File: src/pmic_pkg.sv
// shared constants and types for the power mode and interrupt controller
package pmic_pkg;

	// ===========================================================
	// special-register selection
	localparam logic [1:0] SEL_POWER_CONTROL = 2'h0;
	localparam logic [1:0] SEL_UNMASK        = 2'h1;
	localparam logic [1:0] SEL_PENDING       = 2'h2;

	// ===========================================================
	// power_control field layout
	localparam int SDF_LSB     = 0;
	localparam int SDF_W       = 4;
	localparam int DOZE_BIT    = 4;
	localparam int SLEEP_BIT   = 5;
	localparam int DYNGATE_BIT = 6;
	localparam int SUSP_BIT    = 7;
	localparam logic [31:0] POWER_RESET   = 32'h0000_0000;
	localparam logic [31:0] UNMASK_RESET  = 32'h0000_0000;
	localparam logic [31:0] PENDING_RESET = 32'h0000_0000;
	localparam logic [3:0]  SDF_FULL      = 4'h0;

	// ===========================================================
	// gated units
	localparam int UNIT_PIPE = 0;
	localparam int UNIT_FPU  = 1;
	localparam int UNIT_IC   = 2;
	localparam int UNIT_DC   = 3;
	localparam int UNIT_IMMU = 4;
	localparam int UNIT_DMMU = 5;
	localparam int NUM_UNITS = 6;
	// caches and MMUs: units that can be disabled by software
	localparam logic [5:0] DISABLEABLE = 6'h3c;

	typedef enum logic [1:0] {
		MODE_RUN,
		MODE_DOZE,
		MODE_SLEEP,
		MODE_SUSPEND
	} pmic_mode_t;

	// special-register move request from the core
	typedef struct packed {
		logic        wr;
		logic        rd;
		logic [1:0]  sel;
		logic        supervisor;
		logic [31:0] wdata;
	} pmic_spr_req_t;

endpackage

File: src/pmic_gate.sv
// per-unit clock enables from mode and idle status
`timescale 1ns/10ps
module pmic_gate
	import pmic_pkg::*;
(
	input  wire logic                 mclk_i,
	input  wire logic                 rst_n_i,
	input  wire pmic_mode_t           mode_i,
	input  wire logic                 dyn_en_i,
	input  wire logic [NUM_UNITS-1:0] unit_idle_i,
	input  wire logic [NUM_UNITS-1:0] unit_enabled_i,
	output logic      [NUM_UNITS-1:0] unit_clk_en_o,
	output logic                      timer_clk_en_o,
	output logic                      irqc_clk_en_o
);
	logic [NUM_UNITS-1:0] frozen_q, frozen_d;
	logic                 dyn_q;

	// disabled units seen as dyn gating turns on stay off until re-enabled
	always_comb begin
		frozen_d = frozen_q;
		if (!dyn_en_i) begin
			frozen_d = '0;
		end else if (!dyn_q) begin
			frozen_d = DISABLEABLE & ~unit_enabled_i;
		end else begin
			frozen_d = frozen_q & ~unit_enabled_i;
		end
	end

	always_ff @(posedge mclk_i or negedge rst_n_i) begin
		if (!rst_n_i) begin
			frozen_q <= '0;
			dyn_q    <= 1'b0;
		end else begin
			frozen_q <= frozen_d;
			dyn_q    <= dyn_en_i;
		end
	end

	always_comb begin
		unit_clk_en_o = '1;
		if (mode_i != MODE_RUN) begin
			unit_clk_en_o = '0;
		end else if (dyn_en_i) begin
			unit_clk_en_o = ~unit_idle_i & ~frozen_d;
		end
		// timer and controller keep running only in run and doze
		timer_clk_en_o = mode_i inside {MODE_RUN, MODE_DOZE};
		irqc_clk_en_o  = mode_i inside {MODE_RUN, MODE_DOZE};
	end

	chk_lowpower_off: assert property (
		@(posedge mclk_i) disable iff (!rst_n_i)
		mode_i == MODE_SLEEP |-> unit_clk_en_o == '0 && !timer_clk_en_o)
		else $error("clock running in sleep");
	chk_turnon_off: assert property (
		@(posedge mclk_i) disable iff (!rst_n_i)
		dyn_en_i && !dyn_q
		|-> (unit_clk_en_o & DISABLEABLE & ~unit_enabled_i) == '0)
		else $error("disabled unit clocked at gating turn-on");
	chk_frozen_off: assert property (
		@(posedge mclk_i) disable iff (!rst_n_i)
		dyn_en_i && dyn_q
		|-> (unit_clk_en_o & frozen_q & ~unit_enabled_i) == '0)
		else $error("disabled cache clock not held off");
endmodule

File: src/pmic_irq.sv
// interrupt controller: unmask and pending status registers
`timescale 1ns/10ps
module pmic_irq
	import pmic_pkg::*;
#(
	parameter int          NUM_IRQ     = 32,
	parameter logic [31:0] EDGE_SRC    = 32'h0000_0000,
	parameter logic [1:0]  FIXED_UNMASK = 2'h0,
	parameter bit          IMPLEMENTED = 1'b1
) (
	input  wire logic        mclk_i,
	input  wire logic        rst_n_i,
	input  wire logic [31:0] irq_sync_i,
	input  wire logic        unmask_we_i,
	input  wire logic        pending_we_i,
	input  wire logic [31:0] wdata_i,
	output logic      [31:0] unmask_o,
	output logic      [31:0] pending_o,
	output logic             irq_o
);
	logic [31:0] unmask_q, unmask_d;
	logic [31:0] latch_q, latch_d;
	logic [31:0] prev_q;
	logic [31:0] pending;

	// ===========================================================
	// per-input status
	genvar g;
	generate
		for (g = 0; g < 32; g++) begin : g_src
			if (g >= NUM_IRQ) begin : g_none
				assign pending[g] = 1'b0;
				assign latch_d[g] = 1'b0;
			end else if (EDGE_SRC[g]) begin : g_edge
				// new edge wins over a same-cycle clear
				assign latch_d[g] = (irq_sync_i[g] & ~prev_q[g]) |
					(latch_q[g] & ~(pending_we_i & wdata_i[g]));
				assign pending[g] = latch_q[g];
			end else begin : g_level
				assign latch_d[g] = 1'b0;
				assign pending[g] = irq_sync_i[g];
			end
		end
	endgenerate

	always_comb begin
		unmask_d = unmask_q;
		if (unmask_we_i) begin
			unmask_d = wdata_i;
		end
		unmask_d[1:0] = unmask_d[1:0] | FIXED_UNMASK;
	end

	always_ff @(posedge mclk_i or negedge rst_n_i) begin
		if (!rst_n_i) begin
			unmask_q <= UNMASK_RESET;
			latch_q  <= PENDING_RESET;
			prev_q   <= 32'h0000_0000;
		end else begin
			unmask_q <= unmask_d;
			latch_q  <= latch_d;
			prev_q   <= irq_sync_i;
		end
	end

	assign unmask_o  = unmask_q | {30'h0, FIXED_UNMASK};
	assign pending_o = pending;
	// bypass when no controller: raw line straight to exception input
	assign irq_o = IMPLEMENTED ? |(pending & unmask_o)
		: irq_sync_i[0];

	// every edge input at once, so any configured edge bit is exercised
	chk_edge_clear: assert property (
		@(posedge mclk_i) disable iff (!rst_n_i)
		pending_we_i |=> (pending_o & EDGE_SRC
		& $past(wdata_i & ~irq_sync_i)) == 32'h0000_0000)
		else $error("edge latch not cleared by write of one");
	chk_edge_keep: assert property (
		@(posedge mclk_i) disable iff (!rst_n_i)
		pending_we_i |=> ($past(pending_o & ~wdata_i) & EDGE_SRC
		& ~pending_o) == 32'h0000_0000)
		else $error("edge latch lost on write of zero");
	chk_unmask_write: assert property (
		@(posedge mclk_i) disable iff (!rst_n_i)
		unmask_we_i |=> unmask_o[31:2] == $past(wdata_i[31:2]))
		else $error("unmask register did not take write");
	chk_irq_gate: assert property (
		@(posedge mclk_i) disable iff (!rst_n_i)
		IMPLEMENTED |-> irq_o == |(pending_o & unmask_o))
		else $error("interrupt request not gated by unmask");
endmodule

File: src/pmic_top.sv
// power mode and interrupt controller top level
`timescale 1ns/10ps
module pmic_top
	import pmic_pkg::*;
#(
	parameter int          NUM_IRQ      = 32,
	parameter logic [31:0] EDGE_SRC     = 32'h0000_0000,
	parameter logic [1:0]  FIXED_UNMASK = 2'h0,
	parameter bit          IRQC_PRESENT = 1'b1
) (
	input  wire logic                 mclk_i,
	input  wire logic                 rst_n_i,
	input  wire pmic_spr_req_t        spr_req_i,
	output logic      [31:0]          spr_rdata_o,
	output logic                      spr_err_o,
	input  wire logic [31:0]          irq_lines_i,
	input  wire logic [NUM_UNITS-1:0] unit_idle_i,
	input  wire logic [NUM_UNITS-1:0] unit_enabled_i,
	output logic      [3:0]           slow_down_factor_o,
	output logic                      core_halt_o,
	output logic                      low_voltage_req_o,
	output logic      [NUM_UNITS-1:0] unit_clk_en_o,
	output logic                      timer_clk_en_o,
	output logic                      irqc_clk_en_o,
	output logic                      core_irq_o
);
	// ===========================================================
	// input synchronisers
	logic [31:0] irq_meta_q, irq_sync_q;

	always_ff @(posedge mclk_i or negedge rst_n_i) begin
		if (!rst_n_i) begin
			irq_meta_q <= 32'h0000_0000;
			irq_sync_q <= 32'h0000_0000;
		end else begin
			irq_meta_q <= irq_lines_i;
			irq_sync_q <= irq_meta_q;
		end
	end

	// ===========================================================
	// register access decode
	logic access_ok;
	logic wr_power, wr_unmask, wr_pending;

	// non-supervisor moves are refused and flagged
	assign access_ok  = spr_req_i.supervisor;
	assign wr_power   = spr_req_i.wr && access_ok &&
		spr_req_i.sel == SEL_POWER_CONTROL;
	assign wr_unmask  = spr_req_i.wr && access_ok &&
		spr_req_i.sel == SEL_UNMASK;
	assign wr_pending = spr_req_i.wr && access_ok &&
		spr_req_i.sel == SEL_PENDING;

	// ===========================================================
	// interrupt controller
	logic [31:0] unmask, pending;
	logic        irq_req;

	pmic_irq #(
		.NUM_IRQ      (NUM_IRQ),
		.EDGE_SRC     (EDGE_SRC),
		.FIXED_UNMASK (FIXED_UNMASK),
		.IMPLEMENTED  (IRQC_PRESENT)
	) u_irq (
		.mclk_i       (mclk_i),
		.rst_n_i      (rst_n_i),
		.irq_sync_i   (irq_sync_q),
		.unmask_we_i  (wr_unmask),
		.pending_we_i (wr_pending),
		.wdata_i      (spr_req_i.wdata),
		.unmask_o     (unmask),
		.pending_o    (pending),
		.irq_o        (irq_req)
	);

	assign core_irq_o = irq_req;

	// ===========================================================
	// power control register and mode sequencer
	logic [3:0] sdf_q, sdf_d;
	logic       doze_q, doze_d;
	logic       sleep_q, sleep_d;
	logic       dyn_q, dyn_d;
	logic       susp_q, susp_d;
	pmic_mode_t mode_q, mode_d;

	always_comb begin
		sdf_d   = sdf_q;
		doze_d  = doze_q;
		sleep_d = sleep_q;
		dyn_d   = dyn_q;
		susp_d  = susp_q;
		if (wr_power) begin
			sdf_d   = spr_req_i.wdata[SDF_LSB +: SDF_W];
			doze_d  = spr_req_i.wdata[DOZE_BIT];
			sleep_d = spr_req_i.wdata[SLEEP_BIT];
			dyn_d   = spr_req_i.wdata[DYNGATE_BIT];
			susp_d  = spr_req_i.wdata[SUSP_BIT];
		end
		// wake beats a same-cycle write; suspend ignores interrupts
		if (irq_req && mode_q inside {MODE_DOZE, MODE_SLEEP}) begin
			doze_d  = 1'b0;
			sleep_d = 1'b0;
		end
		mode_d = mode_q;
		unique case (mode_q)
			MODE_RUN: begin
				if (susp_q) begin
					mode_d = MODE_SUSPEND;
				end else if (sleep_q) begin
					mode_d = MODE_SLEEP;
				end else if (doze_q) begin
					mode_d = MODE_DOZE;
				end
			end
			MODE_DOZE: begin
				if (irq_req) begin
					mode_d = MODE_RUN;
				end
			end
			MODE_SLEEP: begin
				if (irq_req) begin
					mode_d = MODE_RUN;
				end
			end
			MODE_SUSPEND: begin
				mode_d = MODE_SUSPEND;
			end
		endcase
	end

	always_ff @(posedge mclk_i or negedge rst_n_i) begin
		if (!rst_n_i) begin
			sdf_q   <= POWER_RESET[SDF_LSB +: SDF_W];
			doze_q  <= POWER_RESET[DOZE_BIT];
			sleep_q <= POWER_RESET[SLEEP_BIT];
			dyn_q   <= POWER_RESET[DYNGATE_BIT];
			susp_q  <= POWER_RESET[SUSP_BIT];
			mode_q  <= MODE_RUN;
		end else begin
			sdf_q   <= sdf_d;
			doze_q  <= doze_d;
			sleep_q <= sleep_d;
			dyn_q   <= dyn_d;
			susp_q  <= susp_d;
			mode_q  <= mode_d;
		end
	end

	// factor passes to the clock generator, which owns the divider
	assign slow_down_factor_o = sdf_q;
	assign core_halt_o        = mode_q != MODE_RUN;
	// optional supply drop, requested only in the deep modes
	assign low_voltage_req_o  = mode_q inside {MODE_SLEEP, MODE_SUSPEND};

	// ===========================================================
	// clock gating
	pmic_gate u_gate (
		.mclk_i         (mclk_i),
		.rst_n_i        (rst_n_i),
		.mode_i         (mode_q),
		.dyn_en_i       (dyn_q),
		.unit_idle_i    (unit_idle_i),
		.unit_enabled_i (unit_enabled_i),
		.unit_clk_en_o  (unit_clk_en_o),
		.timer_clk_en_o (timer_clk_en_o),
		.irqc_clk_en_o  (irqc_clk_en_o)
	);

	// ===========================================================
	// read data, registered one cycle after the move
	logic [31:0] rdata_q, rdata_d;
	logic        err_q, err_d;

	always_comb begin
		rdata_d = 32'h0000_0000;
		err_d   = (spr_req_i.wr || spr_req_i.rd) && !access_ok;
		if (spr_req_i.rd && access_ok) begin
			unique case (spr_req_i.sel)
				SEL_POWER_CONTROL: rdata_d = {24'h0, susp_q, dyn_q,
					sleep_q, doze_q, sdf_q};
				SEL_UNMASK:  rdata_d = unmask;
				SEL_PENDING: rdata_d = pending;
				default: begin
					err_d = 1'b1;
				end
			endcase
		end
	end

	always_ff @(posedge mclk_i or negedge rst_n_i) begin
		if (!rst_n_i) begin
			rdata_q <= 32'h0000_0000;
			err_q   <= 1'b0;
		end else begin
			rdata_q <= rdata_d;
			err_q   <= err_d;
		end
	end

	assign spr_rdata_o = rdata_q;
	assign spr_err_o   = err_q;

	// ===========================================================
	// checks
	chk_doze_wake: assert property (
		@(posedge mclk_i) disable iff (!rst_n_i)
		mode_q == MODE_DOZE && irq_req |=> mode_q == MODE_RUN && !doze_q)
		else $error("doze not left on interrupt");
	chk_sleep_wake: assert property (
		@(posedge mclk_i) disable iff (!rst_n_i)
		mode_q == MODE_SLEEP && irq_req |=> mode_q == MODE_RUN)
		else $error("sleep not left on interrupt");
	chk_sleep_clear: assert property (
		@(posedge mclk_i) disable iff (!rst_n_i)
		mode_q == MODE_SLEEP && irq_req |=> !sleep_q)
		else $error("sleep bit kept after wake");
	chk_sleep_hold: assert property (
		@(posedge mclk_i) disable iff (!rst_n_i)
		mode_q == MODE_SLEEP && !irq_req |=> mode_q == MODE_SLEEP)
		else $error("sleep left without interrupt");
	chk_sleep_entry: assert property (
		@(posedge mclk_i) disable iff (!rst_n_i)
		mode_q == MODE_RUN && sleep_q && !susp_q |=> mode_q == MODE_SLEEP)
		else $error("sleep not entered");
	chk_suspend_entry: assert property (
		@(posedge mclk_i) disable iff (!rst_n_i)
		mode_q == MODE_RUN && susp_q |=> mode_q == MODE_SUSPEND)
		else $error("suspend not entered");
	chk_suspend_hold: assert property (
		@(posedge mclk_i) disable iff (!rst_n_i)
		mode_q == MODE_SUSPEND |=> mode_q == MODE_SUSPEND [*3])
		else $error("suspend left without reset");
	chk_suspend_clocks: assert property (
		@(posedge mclk_i) disable iff (!rst_n_i)
		mode_q == MODE_SUSPEND |-> unit_clk_en_o == '0 && !timer_clk_en_o
		&& !irqc_clk_en_o)
		else $error("clock running in suspend");
	chk_doze_entry: assert property (
		@(posedge mclk_i) disable iff (!rst_n_i)
		mode_q == MODE_RUN && doze_q && !sleep_q && !susp_q
		|=> mode_q == MODE_DOZE)
		else $error("doze not entered");
	chk_doze_clocks: assert property (
		@(posedge mclk_i) disable iff (!rst_n_i)
		mode_q == MODE_DOZE |-> irqc_clk_en_o && timer_clk_en_o
		&& unit_clk_en_o == '0)
		else $error("doze clock gating wrong");
	chk_static_clocks: assert property (
		@(posedge mclk_i) disable iff (!rst_n_i)
		mode_q == MODE_RUN && !dyn_q |-> unit_clk_en_o == '1 && timer_clk_en_o)
		else $error("unit clock gated with dynamic gating off");
	chk_sdf_write: assert property (
		@(posedge mclk_i) disable iff (!rst_n_i)
		wr_power |=> slow_down_factor_o == $past(spr_req_i.wdata[3:0]))
		else $error("slow-down factor not written");
	chk_user_refused: assert property (
		@(posedge mclk_i) disable iff (!rst_n_i)
		spr_req_i.wr && !spr_req_i.supervisor
		|=> $stable(sdf_q) && spr_err_o)
		else $error("user write not refused");
	chk_user_read: assert property (
		@(posedge mclk_i) disable iff (!rst_n_i)
		spr_req_i.rd && !spr_req_i.supervisor
		|=> spr_rdata_o == 32'h0000_0000 && spr_err_o)
		else $error("user read not refused");
	chk_rdata_idle: assert property (
		@(posedge mclk_i) disable iff (!rst_n_i)
		!spr_req_i.rd |=> spr_rdata_o == 32'h0000_0000)
		else $error("read data shown without a read");
	chk_unmapped_err: assert property (
		@(posedge mclk_i) disable iff (!rst_n_i)
		spr_req_i.rd && spr_req_i.supervisor && spr_req_i.sel == 2'h3
		|=> spr_err_o)
		else $error("unmapped read not flagged");
	chk_reserved_zero: assert property (
		@(posedge mclk_i) disable iff (!rst_n_i)
		spr_req_i.rd && spr_req_i.sel == SEL_POWER_CONTROL
		|=> spr_rdata_o[31:8] == 24'h00_0000)
		else $error("reserved control bits read nonzero");
	// watches input 3, the level source that the scenarios drive
	chk_irq_pipe: assert property (
		@(posedge mclk_i) disable iff (!rst_n_i)
		NUM_IRQ > 3 && !EDGE_SRC[3] && $rose(irq_lines_i[3]) |-> ##2 pending[3])
		else $error("level input not reflected two cycles later");

	cov_doze_wake: cover property (@(posedge mclk_i) disable iff (!rst_n_i)
		mode_q == MODE_DOZE ##1 mode_q == MODE_RUN);
	cov_sleep_wake: cover property (@(posedge mclk_i) disable iff (!rst_n_i)
		mode_q == MODE_SLEEP ##1 mode_q == MODE_RUN);
	cov_suspend: cover property (@(posedge mclk_i) disable iff (!rst_n_i)
		mode_q == MODE_SUSPEND);
	cov_dyn_gate: cover property (@(posedge mclk_i) disable iff (!rst_n_i)
		dyn_q && mode_q == MODE_RUN && unit_clk_en_o != '1);
endmodule

File: config.mk
export PLATFORM = sky130hd
export DESIGN_NAME = pmic_top
export DESIGN_NICKNAME = d
export VERILOG_FILES = /design/src/pmic_pkg.sv /design/src/pmic_gate.sv /design/src/pmic_irq.sv /design/src/pmic_top.sv
export SDC_FILE = /design/constraint.sdc
export NUM_CORES = 1
export LEC_CHECK = 0
export BUFFER_PORTS_ARGS = -buffer_cell sky130_fd_sc_hd__buf_2
export CAP_MARGIN = 15
export CORE_MARGIN = 3
export CORE_UTILIZATION = 56
export CTS_CLUSTER_DIAMETER = 50
export DETAILED_ROUTE_END_ITERATION = 16
export GPL_TIMING_DRIVEN = 1
export PLACE_DENSITY = 0.84
export SYNTH_ARGS = -nofsm -noshare
export SYNTH_HDL_FRONTEND = slang
export SYNTH_SLANG_ARGS = --single-unit
File: constraint.sdc
create_clock -name mclk_i -period 3 [get_ports mclk_i]
set_clock_uncertainty 0.1 [all_clocks]
set_input_delay 0.6 -clock mclk_i [delete_from_list [all_inputs] [get_ports mclk_i]]
set_output_delay 0.6 -clock mclk_i [all_outputs]
set_load 0.005 [all_outputs]
==> results of run 1 <==
-- flip-flops by register name (all words and copies together) (netlist names), 2 cells and up --
name and cells:
spr_rdata_o 32, u_irq.unmask_o 32, mode_q 2, irq_sync_q 32, irq_meta_q 32, u_gate.frozen_q 6, slow_down_factor_o 4
-- logic make-up after synthesis --
| group | after synthesis | synth area share [%] |
|---|---|---|
| compound gates | 59 | 8.58 |
| buf+inv | 22 | 1.77 |
| mux | 48 | 10.2 |
| simple gates | 75 | 7.49 |
| fa+ha+maj | 5 | 1.21 |
| flops | 146 | 70.7 |
-- final timing paths --
check	from	to	slack (ns)
worst max-delay path	u_irq.unmask_o[19]	core_irq_o	0.23
worst max register to register	u_irq.unmask_o[19]	mode_q[1]	1.06
worst min register to register	irq_meta_q[26]	irq_sync_q[26]	0.25
worst min-delay path	rst_n_i	irq_meta_q[28]	-0.0005
max in group asynchronous	rst_n_i	spr_rdata_o[18]	2.05
min in group mclk_i	irq_lines_i[18]	irq_meta_q[18]	0.09
-- routing by layer --
metal  up-vias  global-route usage, %  wire, um  part of all wire (%)
li1       1538                      -         -                     -
met5         -                      0         0                     0
met1      1710                   28.0      4540                    40
met2       126                   38.9      5950                    53
met4         0                   9.08       201                   1.8
met3        19                   6.55       625                   5.5
-- area by class of cell --
cell class | count | area, um^2 | area share, %
flip-flops and latches | 146 | 3650 | 56.0
multi-input cells | 187 | 1430 | 21.8
repair buffers | 138 | 729 | 11.2
clock buffers | 17 | 414 | 6.35
clock inverters | 15 | 146 | 2.24
well taps | 108 | 135 | 2.07
inverters | 5 | 18.8 | 0.288
-- cells in the mapped netlist --
| cell type | instances | share of area (%) |
|---|---|---|
| sky130_fd_sc_hd__a32o_1 | 2 | 0.39 |
| sky130_fd_sc_hd__nor4_1 | 1 | 0.12 |
| sky130_fd_sc_hd__ha_1 | 5 | 1.2 |
| sky130_fd_sc_hd__nor2_1 | 45 | 3.3 |
| sky130_fd_sc_hd__buf_2 | 4 | 0.39 |
| sky130_fd_sc_hd__nand2_1 | 6 | 0.44 |
| sky130_fd_sc_hd__inv_2 | 2 | 0.15 |
| sky130_fd_sc_hd__nand4_2 | 1 | 0.24 |
| sky130_fd_sc_hd__and2_4 | 1 | 0.17 |
| sky130_fd_sc_hd__nand4_1 | 3 | 0.36 |
| sky130_fd_sc_hd__a22oi_2 | 4 | 0.97 |
| sky130_fd_sc_hd__buf_4 | 1 | 0.15 |
| sky130_fd_sc_hd__inv_1 | 3 | 0.22 |
| sky130_fd_sc_hd__dfrtp_1 | 146 | 71 |
| sky130_fd_sc_hd__nor3_4 | 1 | 0.32 |
| sky130_fd_sc_hd__a22oi_1 | 36 | 5.2 |
| sky130_fd_sc_hd__a21oi_1 | 10 | 0.97 |
| sky130_fd_sc_hd__nor2b_1 | 6 | 0.73 |
| sky130_fd_sc_hd__nor4_4 | 1 | 0.41 |
| sky130_fd_sc_hd__mux2_2 | 21 | 4.6 |
| sky130_fd_sc_hd__buf_1 | 1 | 0.073 |
| sky130_fd_sc_hd__nand3b_1 | 1 | 0.15 |
| sky130_fd_sc_hd__mux2i_1 | 10 | 1.9 |
| sky130_fd_sc_hd__mux2_1 | 17 | 3.7 |
| sky130_fd_sc_hd__a211oi_1 | 6 | 0.87 |
| sky130_fd_sc_hd__nor3b_1 | 6 | 0.87 |
| sky130_fd_sc_hd__a21o_1 | 1 | 0.15 |
| sky130_fd_sc_hd__clkbuf_1 | 11 | 0.80 |
| sky130_fd_sc_hd__or3b_2 | 1 | 0.17 |
| sky130_fd_sc_hd__or2_2 | 2 | 0.24 |
-- power by group through the flow --
| stage | combinational (uW) | clock, uW | sequential [uW] |
|---|---|---|---|
| floorplan | 446 | 0 | 2310 |
| global placement | 687 | 0 | 2350 |
| detailed placement | 721 | 0 | 2360 |
| CTS | 731 | 2010 | 2330 |
| global route | 808 | 2100 | 2360 |
| finish | 724 | 1970 | 2330 |
-- worst max-delay path, delay by kind of cell (launching register included) --
family | cells | cell delay, ns
AOI/OAI and AO/OA | 1 | 0.31
DFF | 1 | 0.40
and+or+nand+nor | 2 | 0.64
buffers and inverters | 2 | 0.20
-- through the flow --
step / instances / util [%] / total power (uW) / hold slack (ns) / cell area, um^2
5_1_grt: 616 / 73.7 / 5270 / 0.0253 / 6520
4_1_cts: 616 / 73.7 / 5070 / 0.0174 / 6520
6_report: 616 / 73.7 / 5030 / -0.000518 / 6520
2_1_floorplan: 355 / - / 2760 / 0.204 / 5160
3_5_place_dp: 584 / 67.4 / 3080 / 0.235 / 5960
3_3_place_gp: 584 / 67.4 / 3030 / 0.231 / 5960
==> results.sh, run 1 <==
export IMPL_final_layout_size_suffix_gt1_share_pct=40.6
export IMPL_postRouteAntennaNets=0
export IMPL_cap_viol_max_count=0
export IMPL_setup_tns_final_ns=0
export IMPL_grt_start_max_net_pins=78
export IMPL_max_vdd_ir_drop_uv=433
export IMPL_route_vias_total=3393
export IMPL_seq_power_share_pct=46.4
export IMPL_synth_seq_area_share_pct=70.7
export IMPL_wl_per_cell_um=18.4
export IMPL_run_status="finished, violations left"
export IMPL_rsz0062_at_grt="no"
export IMPL_clock_sink_count=146
export IMPL_grt_first_pass_wirelength_um=17600
export IMPL_clkPwrFrac_pct=39.2
export IMPL_layout_worst_path_cycle_share_pct=92.4
export IMPL_die_width_um=102
export IMPL_n_fill_cell=585
export IMPL_cell_area_synth_um2=5160
export IMPL_critPathArrivalTime_ns=2.07
export IMPL_crit_path_end_kind="primary output"
export IMPL_cts_hold_buffers_added=0
export IMPL_root_buffer="sky130_fd_sc_hd__clkbuf_8"
export IMPL_dpl_worst_slack_ns=0.673
export IMPL_syn_to_final_growth_pct=26.3
export IMPL_startpoint_type_of_the_worst_setup_path="flop"
export IMPL_timing_final_crit_period_ns=2.77
export IMPL_numPortBuffers=130
export IMPL_fp_dieArea_um2=10400
export IMPL_syn_instance_count=355
export IMPL_grt_ovfl_total=0
export IMPL_series_of_cell_instances_along_the_critical_path="a22oi_1, nand4_1, nor4_4, inv_2, buf_2"
export IMPL_worst_r2r_cell_count=5
export IMPL_antenna_diode_count=0
export IMPL_grt_util_all_layers_pct=23.0
export IMPL_most_frequent_standard_cell_in_the_layout_excluding_fill_and_tap_cells="sky130_fd_sc_hd__dfrtp_1"
export IMPL_worst_pin_slew_ns=0.699
export IMPL_synth_net_count=443
export IMPL_fp_coreArea_um2=8850
export IMPL_timing_worst_setup_path_type="reg -> out"
export IMPL_fmax_ghz=0.361
export IMPL_comb_power_share_pct=14.4
export IMPL_vias_cell=5.51
export IMPL_io_pin_count=131
export IMPL_post_cts_resize_count=0
export IMPL_netSwitchingFraction_pct=27.1
export IMPL_mostFrequentLayoutCells="146 x sky130_fd_sc_hd__dfrtp_1, 129 x sky130_fd_sc_hd__buf_2, 45 x sky130_fd_sc_hd__nor2_1"
export IMPL_vertical_extent_of_the_die_um=102
export IMPL_final_hold_violation_count=1
export IMPL_cts_path_max_buffers=2
export IMPL_cts_tree="yes"
export IMPL_drt_total_wl_um=11300
export IMPL_rows=34
export IMPL_final_setup_viol_count=0
export IMPL_first_global_vias=3545
export IMPL_violations="negative hold slack"
export IMPL_power_density_cell_area_nw_per_um2=771
export IMPL_critPathRequiredTime_ns=2.30
export IMPL_drv_slew=0
export IMPL_firstDrtPassIters=5
export IMPL_p_int_uw=3660
export IMPL_synthDistinctLibCells=30
export IMPL_cts_htree_levels=4
export IMPL_drt_first_iter_violations=182
export IMPL_total_switching_power_uw=1360
export IMPL_timing_hold_worst_class="in -> async"
export IMPL_leakage_power_total_uw=0.00321
export IMPL_clkTransAtPathRegs_ns=0.06
export IMPL_path_max_fanout=3
export IMPL_slowest_stage="sky130_fd_sc_hd__dfrtp_1"
export IMPL_antenna_found_initial=0
export IMPL_initial_utilization_pct=58.4
export IMPL_postCtsSetupRepairBufs=0
export IMPL_tritoncts_num_buffers=17
export IMPL_finalNetCount=583
export IMPL_whs_ns=-0.000518
export IMPL_timing_critical_path_slowest_cell_delay_ns=0.40
export IMPL_drc_errors=0
export IMPL_detailed_place_hpwl_um=7540
export IMPL_synthesis_area_per_instance_um2=14.5
export IMPL_ys_seq_elements=146
export IMPL_clk_latency_ns=0.51
export IMPL_postLayoutSetupSlackWorst_ns=0.229
export IMPL_place_gp_congestion=0.824
export IMPL_timing_max_slew_rel_slack_pct=53.2
export IMPL_yosys_synthesis_warning_count=0
(Power assumes the default switching activity.)
==> run 2: changes to the inputs <==
Settings changed: HOLD_SLACK_MARGIN from default to 0.08.
==> results.sh, run 2 (same netlist as run 1, synthesis figures left out) <==
export IMPL_drt_total_wl_um=12100
export IMPL_fin_total_pwr_uw=5080
export IMPL_post_cts_resize_count=0
export IMPL_clock_sink_count=146
export IMPL_netSwitchingFraction_pct=27.3
export IMPL_root_buffer="sky130_fd_sc_hd__clkbuf_8"
export IMPL_comb_power_share_pct=15.0
export IMPL_startpoint_type_of_the_worst_setup_path="flop"
export IMPL_series_of_cell_instances_along_the_critical_path="a22oi_1, nand4_1, nor4_4, inv_2, buf_2"
export IMPL_clk_latency_ns=0.52
export IMPL_final_core_util_pct=77.0
export IMPL_finalNetCount=612
export IMPL_timing_max_slew_rel_slack_pct=54.0
export IMPL_final_setup_viol_count=0
export IMPL_final_hold_violation_count=0
export IMPL_antenna_found_initial=0
export IMPL_drt_first_iter_violations=180
export IMPL_firstDrtPassIters=5
export IMPL_run_status="completed"
export IMPL_timing_critical_path_buf_inv=2
export IMPL_detailed_place_hpwl_um=7540
export IMPL_clkTransAtPathRegs_ns=0.07
export IMPL_dpl_worst_slack_ns=0.673
export IMPL_numPortBuffers=130
export IMPL_mostFrequentLayoutCells="146 x sky130_fd_sc_hd__dfrtp_1, 129 x sky130_fd_sc_hd__buf_2, 45 x sky130_fd_sc_hd__nor2_1"
export IMPL_setup_tns_final_ns=0
export IMPL_cts_path_max_buffers=2
export IMPL_vertical_extent_of_the_die_um=102
export IMPL_fp_coreArea_um2=8850
export IMPL_worst_r2r_cell_count=5
export IMPL_clkPwrFrac_pct=39.0
export IMPL_postLayoutSetupSlackWorst_ns=0.224
export IMPL_p_int_uw=3690
export IMPL_worstSetupPathDepth=5
export IMPL_antenna_diode_count=0
export IMPL_layout_worst_path_cycle_share_pct=92.5
export IMPL_grt_first_pass_wirelength_um=18400
export IMPL_timing_critical_path_slowest_cell_delay_ns=0.42
export IMPL_endpoint="core_irq_o"
export IMPL_grt_start_max_net_pins=78
export IMPL_leakage_power_total_uw=0.00333
export IMPL_reg2reg_to="mode_q[1]"
export IMPL_path_max_fanout=3
export IMPL_timing_critical_path_from="u_irq.unmask_o[19]"
export IMPL_rows=34
export IMPL_power_density_cell_area_nw_per_um2=745
export IMPL_seq_power_share_pct=46.0
export IMPL_critPathArrivalTime_ns=2.08
export IMPL_drc_errors=0
export IMPL_most_frequent_standard_cell_in_the_layout_excluding_fill_and_tap_cells="sky130_fd_sc_hd__dfrtp_1"
export IMPL_timing_hold_worst_class="in -> reg"
export IMPL_die_width_um=102
export IMPL_r2r_slack_ns=1.06
export IMPL_drv_slew=0
export IMPL_io_pin_count=131
export IMPL_tritoncts_num_buffers=17
export IMPL_grt_ovfl_total=0
export IMPL_fp_dieArea_um2=10400
export IMPL_max_vdd_ir_drop_uv=438
export IMPL_timing_worst_setup_path_type="reg -> out"
export IMPL_route_vias_total=3553
export IMPL_whs_ns=0.0887
export IMPL_final_layout_size_suffix_gt1_share_pct=38.4
export IMPL_r2r_start="u_irq.unmask_o[19]"
export IMPL_vias_cell=5.51
export IMPL_crit_path_end_kind="primary output"
export IMPL_postCtsSetupRepairBufs=0
export IMPL_cap_viol_max_count=0
export IMPL_cts_hold_buffers_added=27
export IMPL_wl_per_cell_um=18.8
export IMPL_critPathRequiredTime_ns=2.30
export IMPL_total_switching_power_uw=1390
export IMPL_first_global_vias=3705
export IMPL_slowest_stage="sky130_fd_sc_hd__nor4_4"
export IMPL_initial_utilization_pct=58.4
export IMPL_fmax_ghz=0.360
export IMPL_rsz0062_at_grt="no"
export IMPL_worst_pin_slew_ns=0.687
export IMPL_timing_final_crit_period_ns=2.78
export IMPL_n_fill_cell=538
export IMPL_cts_tree="yes"
export IMPL_syn_to_final_growth_pct=31.9
export IMPL_place_gp_congestion=0.824
export IMPL_grt_util_all_layers_pct=23.9
export IMPL_cts_htree_levels=4
export IMPL_postRouteAntennaNets=0
export IMPL_critical_path_top_delay_family="simple AND/OR/NAND/NOR gates"
run 2: changes by cell type in the layout (fill, tap and decap cells not counted), sizes merged:
cell         delta
dlygate4sd3    +29
run 2: per-stage QoR:
| step | instances | cell area, um^2 |
|---|---|---|
| 2_1_floorplan | 355 | 5160 |
| 3_3_place_gp | 584 | 5960 |
| 3_5_place_dp | 584 | 5960 |
| 4_1_cts | 643 | 6790 |
| 5_1_grt | 645 | 6810 |
| 6_report | 645 | 6810 |
run 2: final cells by class:
cell class / instances / area (um^2) / area share (%)
clock inverters: 15 / 146 / 2.15
clock buffers: 17 / 414 / 6.08
multi-input cells: 187 / 1430 / 20.9
repair buffers: 167 / 1020 / 15.0
flip-flops and latches: 146 / 3650 / 53.6
inverters: 5 / 18.8 / 0.275
well taps: 108 / 135 / 1.98
run 2: power by group through the flow:
| stage | Clock, uW | Sequential, uW | Combinational (uW) |
|---|---|---|---|
| 4_1_cts | 2010 | 2330 | 758 |
| 6_report | 1980 | 2340 | 760 |
| 3_5_place_dp | 0 | 2360 | 721 |
| 2_1_floorplan | 0 | 2310 | 446 |
| 5_1_grt | 2110 | 2360 | 843 |
| 3_3_place_gp | 0 | 2350 | 687 |
run 2: worst min path at each step:
stage / start / end / slack (ns) / depth (start not counted)
6_report: irq_lines_i[13] / irq_meta_q[13] / 0.09 / 1
5_1_grt: irq_lines_i[13] / irq_meta_q[13] / 0.07 / 1
4_1_cts: irq_lines_i[15] / irq_meta_q[15] / 0.08 / 1
3_5_place_dp: irq_meta_q[1] / irq_sync_q[1] / 0.23 / 0
3_3_place_gp: irq_meta_q[20] / irq_sync_q[20] / 0.23 / 0
2_1_floorplan: rst_n_i / doze_q / 0.20 / 0
run 2: metal layers:
metal	global-route usage, %	up-vias	routed length (um)	share of wire (%)
li1	-	1593	-	-
met1	28.7	1784	4740	39
met2	41.1	147	6410	53
met3	6.28	29	661	5.5
met4	10.2	0	292	2.4
met5	0	-	0	0
==> run 3: changes to the inputs <==
--- a/config.mk
+++ b/config.mk
@@ -13,3 +13,2 @@
 export DETAILED_ROUTE_END_ITERATION = 16
-export GPL_TIMING_DRIVEN = 1
 export HOLD_SLACK_MARGIN = 0.08
==> constraint.sdc (replaced) <==
create_clock -name mclk_i -period 3 [get_ports mclk_i]
set_clock_uncertainty 0.1 [all_clocks]
set_input_delay 0 -clock mclk_i [delete_from_list [all_inputs] [get_ports mclk_i]]
set_output_delay 0 -clock mclk_i [all_outputs]
set_load 0.005 [all_outputs]
==> results.sh, run 3 (same netlist as run 1, synthesis figures left out) <==
export IMPL_run_status="completed"
export IMPL_r2r_start="slow_down_factor_o[2]"
export IMPL_setup_tns_final_ns=0
export IMPL_timing_final_crit_period_ns=2.35
export IMPL_grt_first_pass_wirelength_um=24700
export IMPL_root_buffer="sky130_fd_sc_hd__clkbuf_8"
export IMPL_most_frequent_standard_cell_in_the_layout_excluding_fill_and_tap_cells="sky130_fd_sc_hd__dfrtp_1"
export IMPL_timing_max_slew_rel_slack_pct=46.0
export IMPL_critPathArrivalTime_ns=2.64
export IMPL_clkPwrFrac_pct=37.7
export IMPL_layout_worst_path_cycle_share_pct=78.4
export IMPL_mostFrequentLayoutCells="146 x sky130_fd_sc_hd__dfrtp_1, 129 x sky130_fd_sc_hd__buf_2, 121 x sky130_fd_sc_hd__dlygate4sd3_1"
export IMPL_final_core_util_pct=87.3
export IMPL_timing_hold_worst_class="in -> reg"
export IMPL_syn_to_final_growth_pct=49.5
export IMPL_final_layout_size_suffix_gt1_share_pct=32.4
export IMPL_cap_viol_max_count=0
export IMPL_route_vias_total=4113
export IMPL_leakage_power_total_uw=0.00371
export IMPL_postRouteAntennaNets=0
export IMPL_path_max_fanout=13
export IMPL_reg2reg_to="spr_rdata_o[2]"
export IMPL_grt_util_all_layers_pct=32.3
export IMPL_clkTransAtPathRegs_ns=0.06
export IMPL_numPortBuffers=130
export IMPL_grt_start_max_net_pins=92
export IMPL_cts_tree="yes"
export IMPL_finish_instance_area_um2=7720
export IMPL_netSwitchingFraction_pct=28.2
export IMPL_startpoint_type_of_the_worst_setup_path="input port"
export IMPL_fmax_ghz=0.425
export IMPL_total_switching_power_uw=1490
export IMPL_fp_dieArea_um2=10400
export IMPL_crit_path_end_kind="flop"
export IMPL_io_pin_count=131
export IMPL_place_gp_congestion=0.811
export IMPL_vias_cell=5.60
export IMPL_timing_critical_path_from="spr_req_i[34]"
export IMPL_timing_worst_setup_path_type="in -> reg"
export IMPL_final_setup_viol_count=0
export IMPL_clk_latency_ns=0.52
export IMPL_finalNetCount=701
export IMPL_p_int_uw=3800
export IMPL_n_fill_cell=367
export IMPL_cts_path_max_buffers=2
export IMPL_instances_no_fill=734
export IMPL_drv_slew=0
export IMPL_comb_power_share_pct=17.7
export IMPL_wl_per_cell_um=21.5
export IMPL_final_hold_violation_count=0
export IMPL_worst_pin_slew_ns=0.810
export IMPL_postCtsSetupRepairBufs=0
export IMPL_placedInstanceArea_um2=5950
export IMPL_initial_utilization_pct=58.4
export IMPL_detailed_place_hpwl_um=7640
export IMPL_cts_htree_levels=4
export IMPL_fp_coreArea_um2=8850
export IMPL_grt_ovfl_total=0
export IMPL_placed_cells=581
export IMPL_seq_power_share_pct=44.6
export IMPL_first_global_vias=4587
export IMPL_vertical_extent_of_the_die_um=102
export IMPL_worst_r2r_cell_count=6
export IMPL_antenna_diode_count=0
export IMPL_tritoncts_num_buffers=17
export IMPL_clock_sink_count=146
export IMPL_firstDrtPassIters=7
export IMPL_max_vdd_ir_drop_uv=495
export IMPL_critPathRequiredTime_ns=3.29
export IMPL_rsz0062_at_grt="no"
export IMPL_r2r_slack_ns=0.75
export IMPL_drc_errors=0
export IMPL_rows=34
export IMPL_drt_first_iter_violations=201
export IMPL_endpoint="spr_rdata_o[2]"
export IMPL_antenna_found_initial=0
export IMPL_drt_total_wl_um=15800
export IMPL_power_density_cell_area_nw_per_um2=685
export IMPL_die_width_um=102
==> run 3: cell types whose count changed in the layout (fill, tap and decap cells not counted), sizes merged <==
cell / before / now
clkbuf: 17 / 18
dlygate4sd3: 29 / 121
inv: 12 / 10
buf: 138 / 135
clkinvlp: 3 / 4
==> run 3: critical path: stages <==
cell                            delay [ns]
sky130_fd_sc_hd__dlygate4sd3_1        0.54
sky130_fd_sc_hd__buf_2                0.39
sky130_fd_sc_hd__mux2i_1              0.28
sky130_fd_sc_hd__nor2_1               0.06
sky130_fd_sc_hd__dlygate4sd3_1        0.58
sky130_fd_sc_hd__a21oi_1              0.16
sky130_fd_sc_hd__nor2_1               0.06
sky130_fd_sc_hd__dlygate4sd3_1        0.58
==> run 3: worst min-delay path by stage <==
stage	to	cells after the start	startpoint
2_1_floorplan	doze_q	0	rst_n_i
3_3_place_gp	irq_sync_q[26]	1	rst_n_i
3_5_place_dp	irq_meta_q[12]	1	irq_lines_i[12]
4_1_cts	u_gate.frozen_q[5]	3	unit_enabled_i[5]
5_1_grt	u_gate.frozen_q[3]	3	unit_enabled_i[3]
6_report	u_gate.frozen_q[5]	3	unit_enabled_i[5]
==> run 3: what timing repair did <==
| action | 4_1_cts | 5_1_grt |
|---|---|---|
| hold endpoints to repair | 257 | 0 |
| hold buffers | 121 | 0 |
| gates resized for setup | 0 | 0 |
==> run 3: per-stage QoR <==
| stage | hold slack [ns] | power [uW] | setup slack (ns) |
|---|---|---|---|
| after global routing | 0.100 | 5480 | 0.560 |
| after global placement | 0.00729 | 3030 | 1.20 |
| after CTS | 0.0813 | 5180 | 0.803 |
| after floorplan | -0.396 | 2760 | 1.38 |
| final | 0.114 | 5290 | 0.649 |
| after detailed placement | 0.00932 | 3090 | 1.13 |
==> run 3: cell type report <==
cell class                      instances  area (um^2)  share of cell area, %
Multi-Input combinational cell        187         1430                   18.5
Tap cell                              108          135                   1.75
Timing Repair Buffer                  256         1930                   25.0
Inverter                                5         18.8                  0.243
Clock buffer                           18          428                   5.54
Sequential cell                       146         3650                   47.3
Clock inverter                         14          130                   1.69
==> run 3: power groups by stage <==
stage	Combinational [uW]	Sequential, uW	Clock (uW)
2_1_floorplan	446	2310	0
3_3_place_gp	686	2340	0
3_5_place_dp	723	2360	0
4_1_cts	876	2330	1970
5_1_grt	1010	2380	2100
6_report	935	2360	2000
==> run 3: layer usage <==
| layer | vias up | share of wire (%) | global-route usage, % | routed length [um] |
|---|---|---|---|---|
| met1 | 2078 | 36 | 36.1 | 5640 |
| met4 | 0 | 2.5 | 10.4 | 397 |
| met2 | 226 | 56 | 60.3 | 8840 |
| met3 | 41 | 5.5 | 7.78 | 874 |
| li1 | 1768 | - | - | - |
| met5 | - | 0 | 0 | 0 |
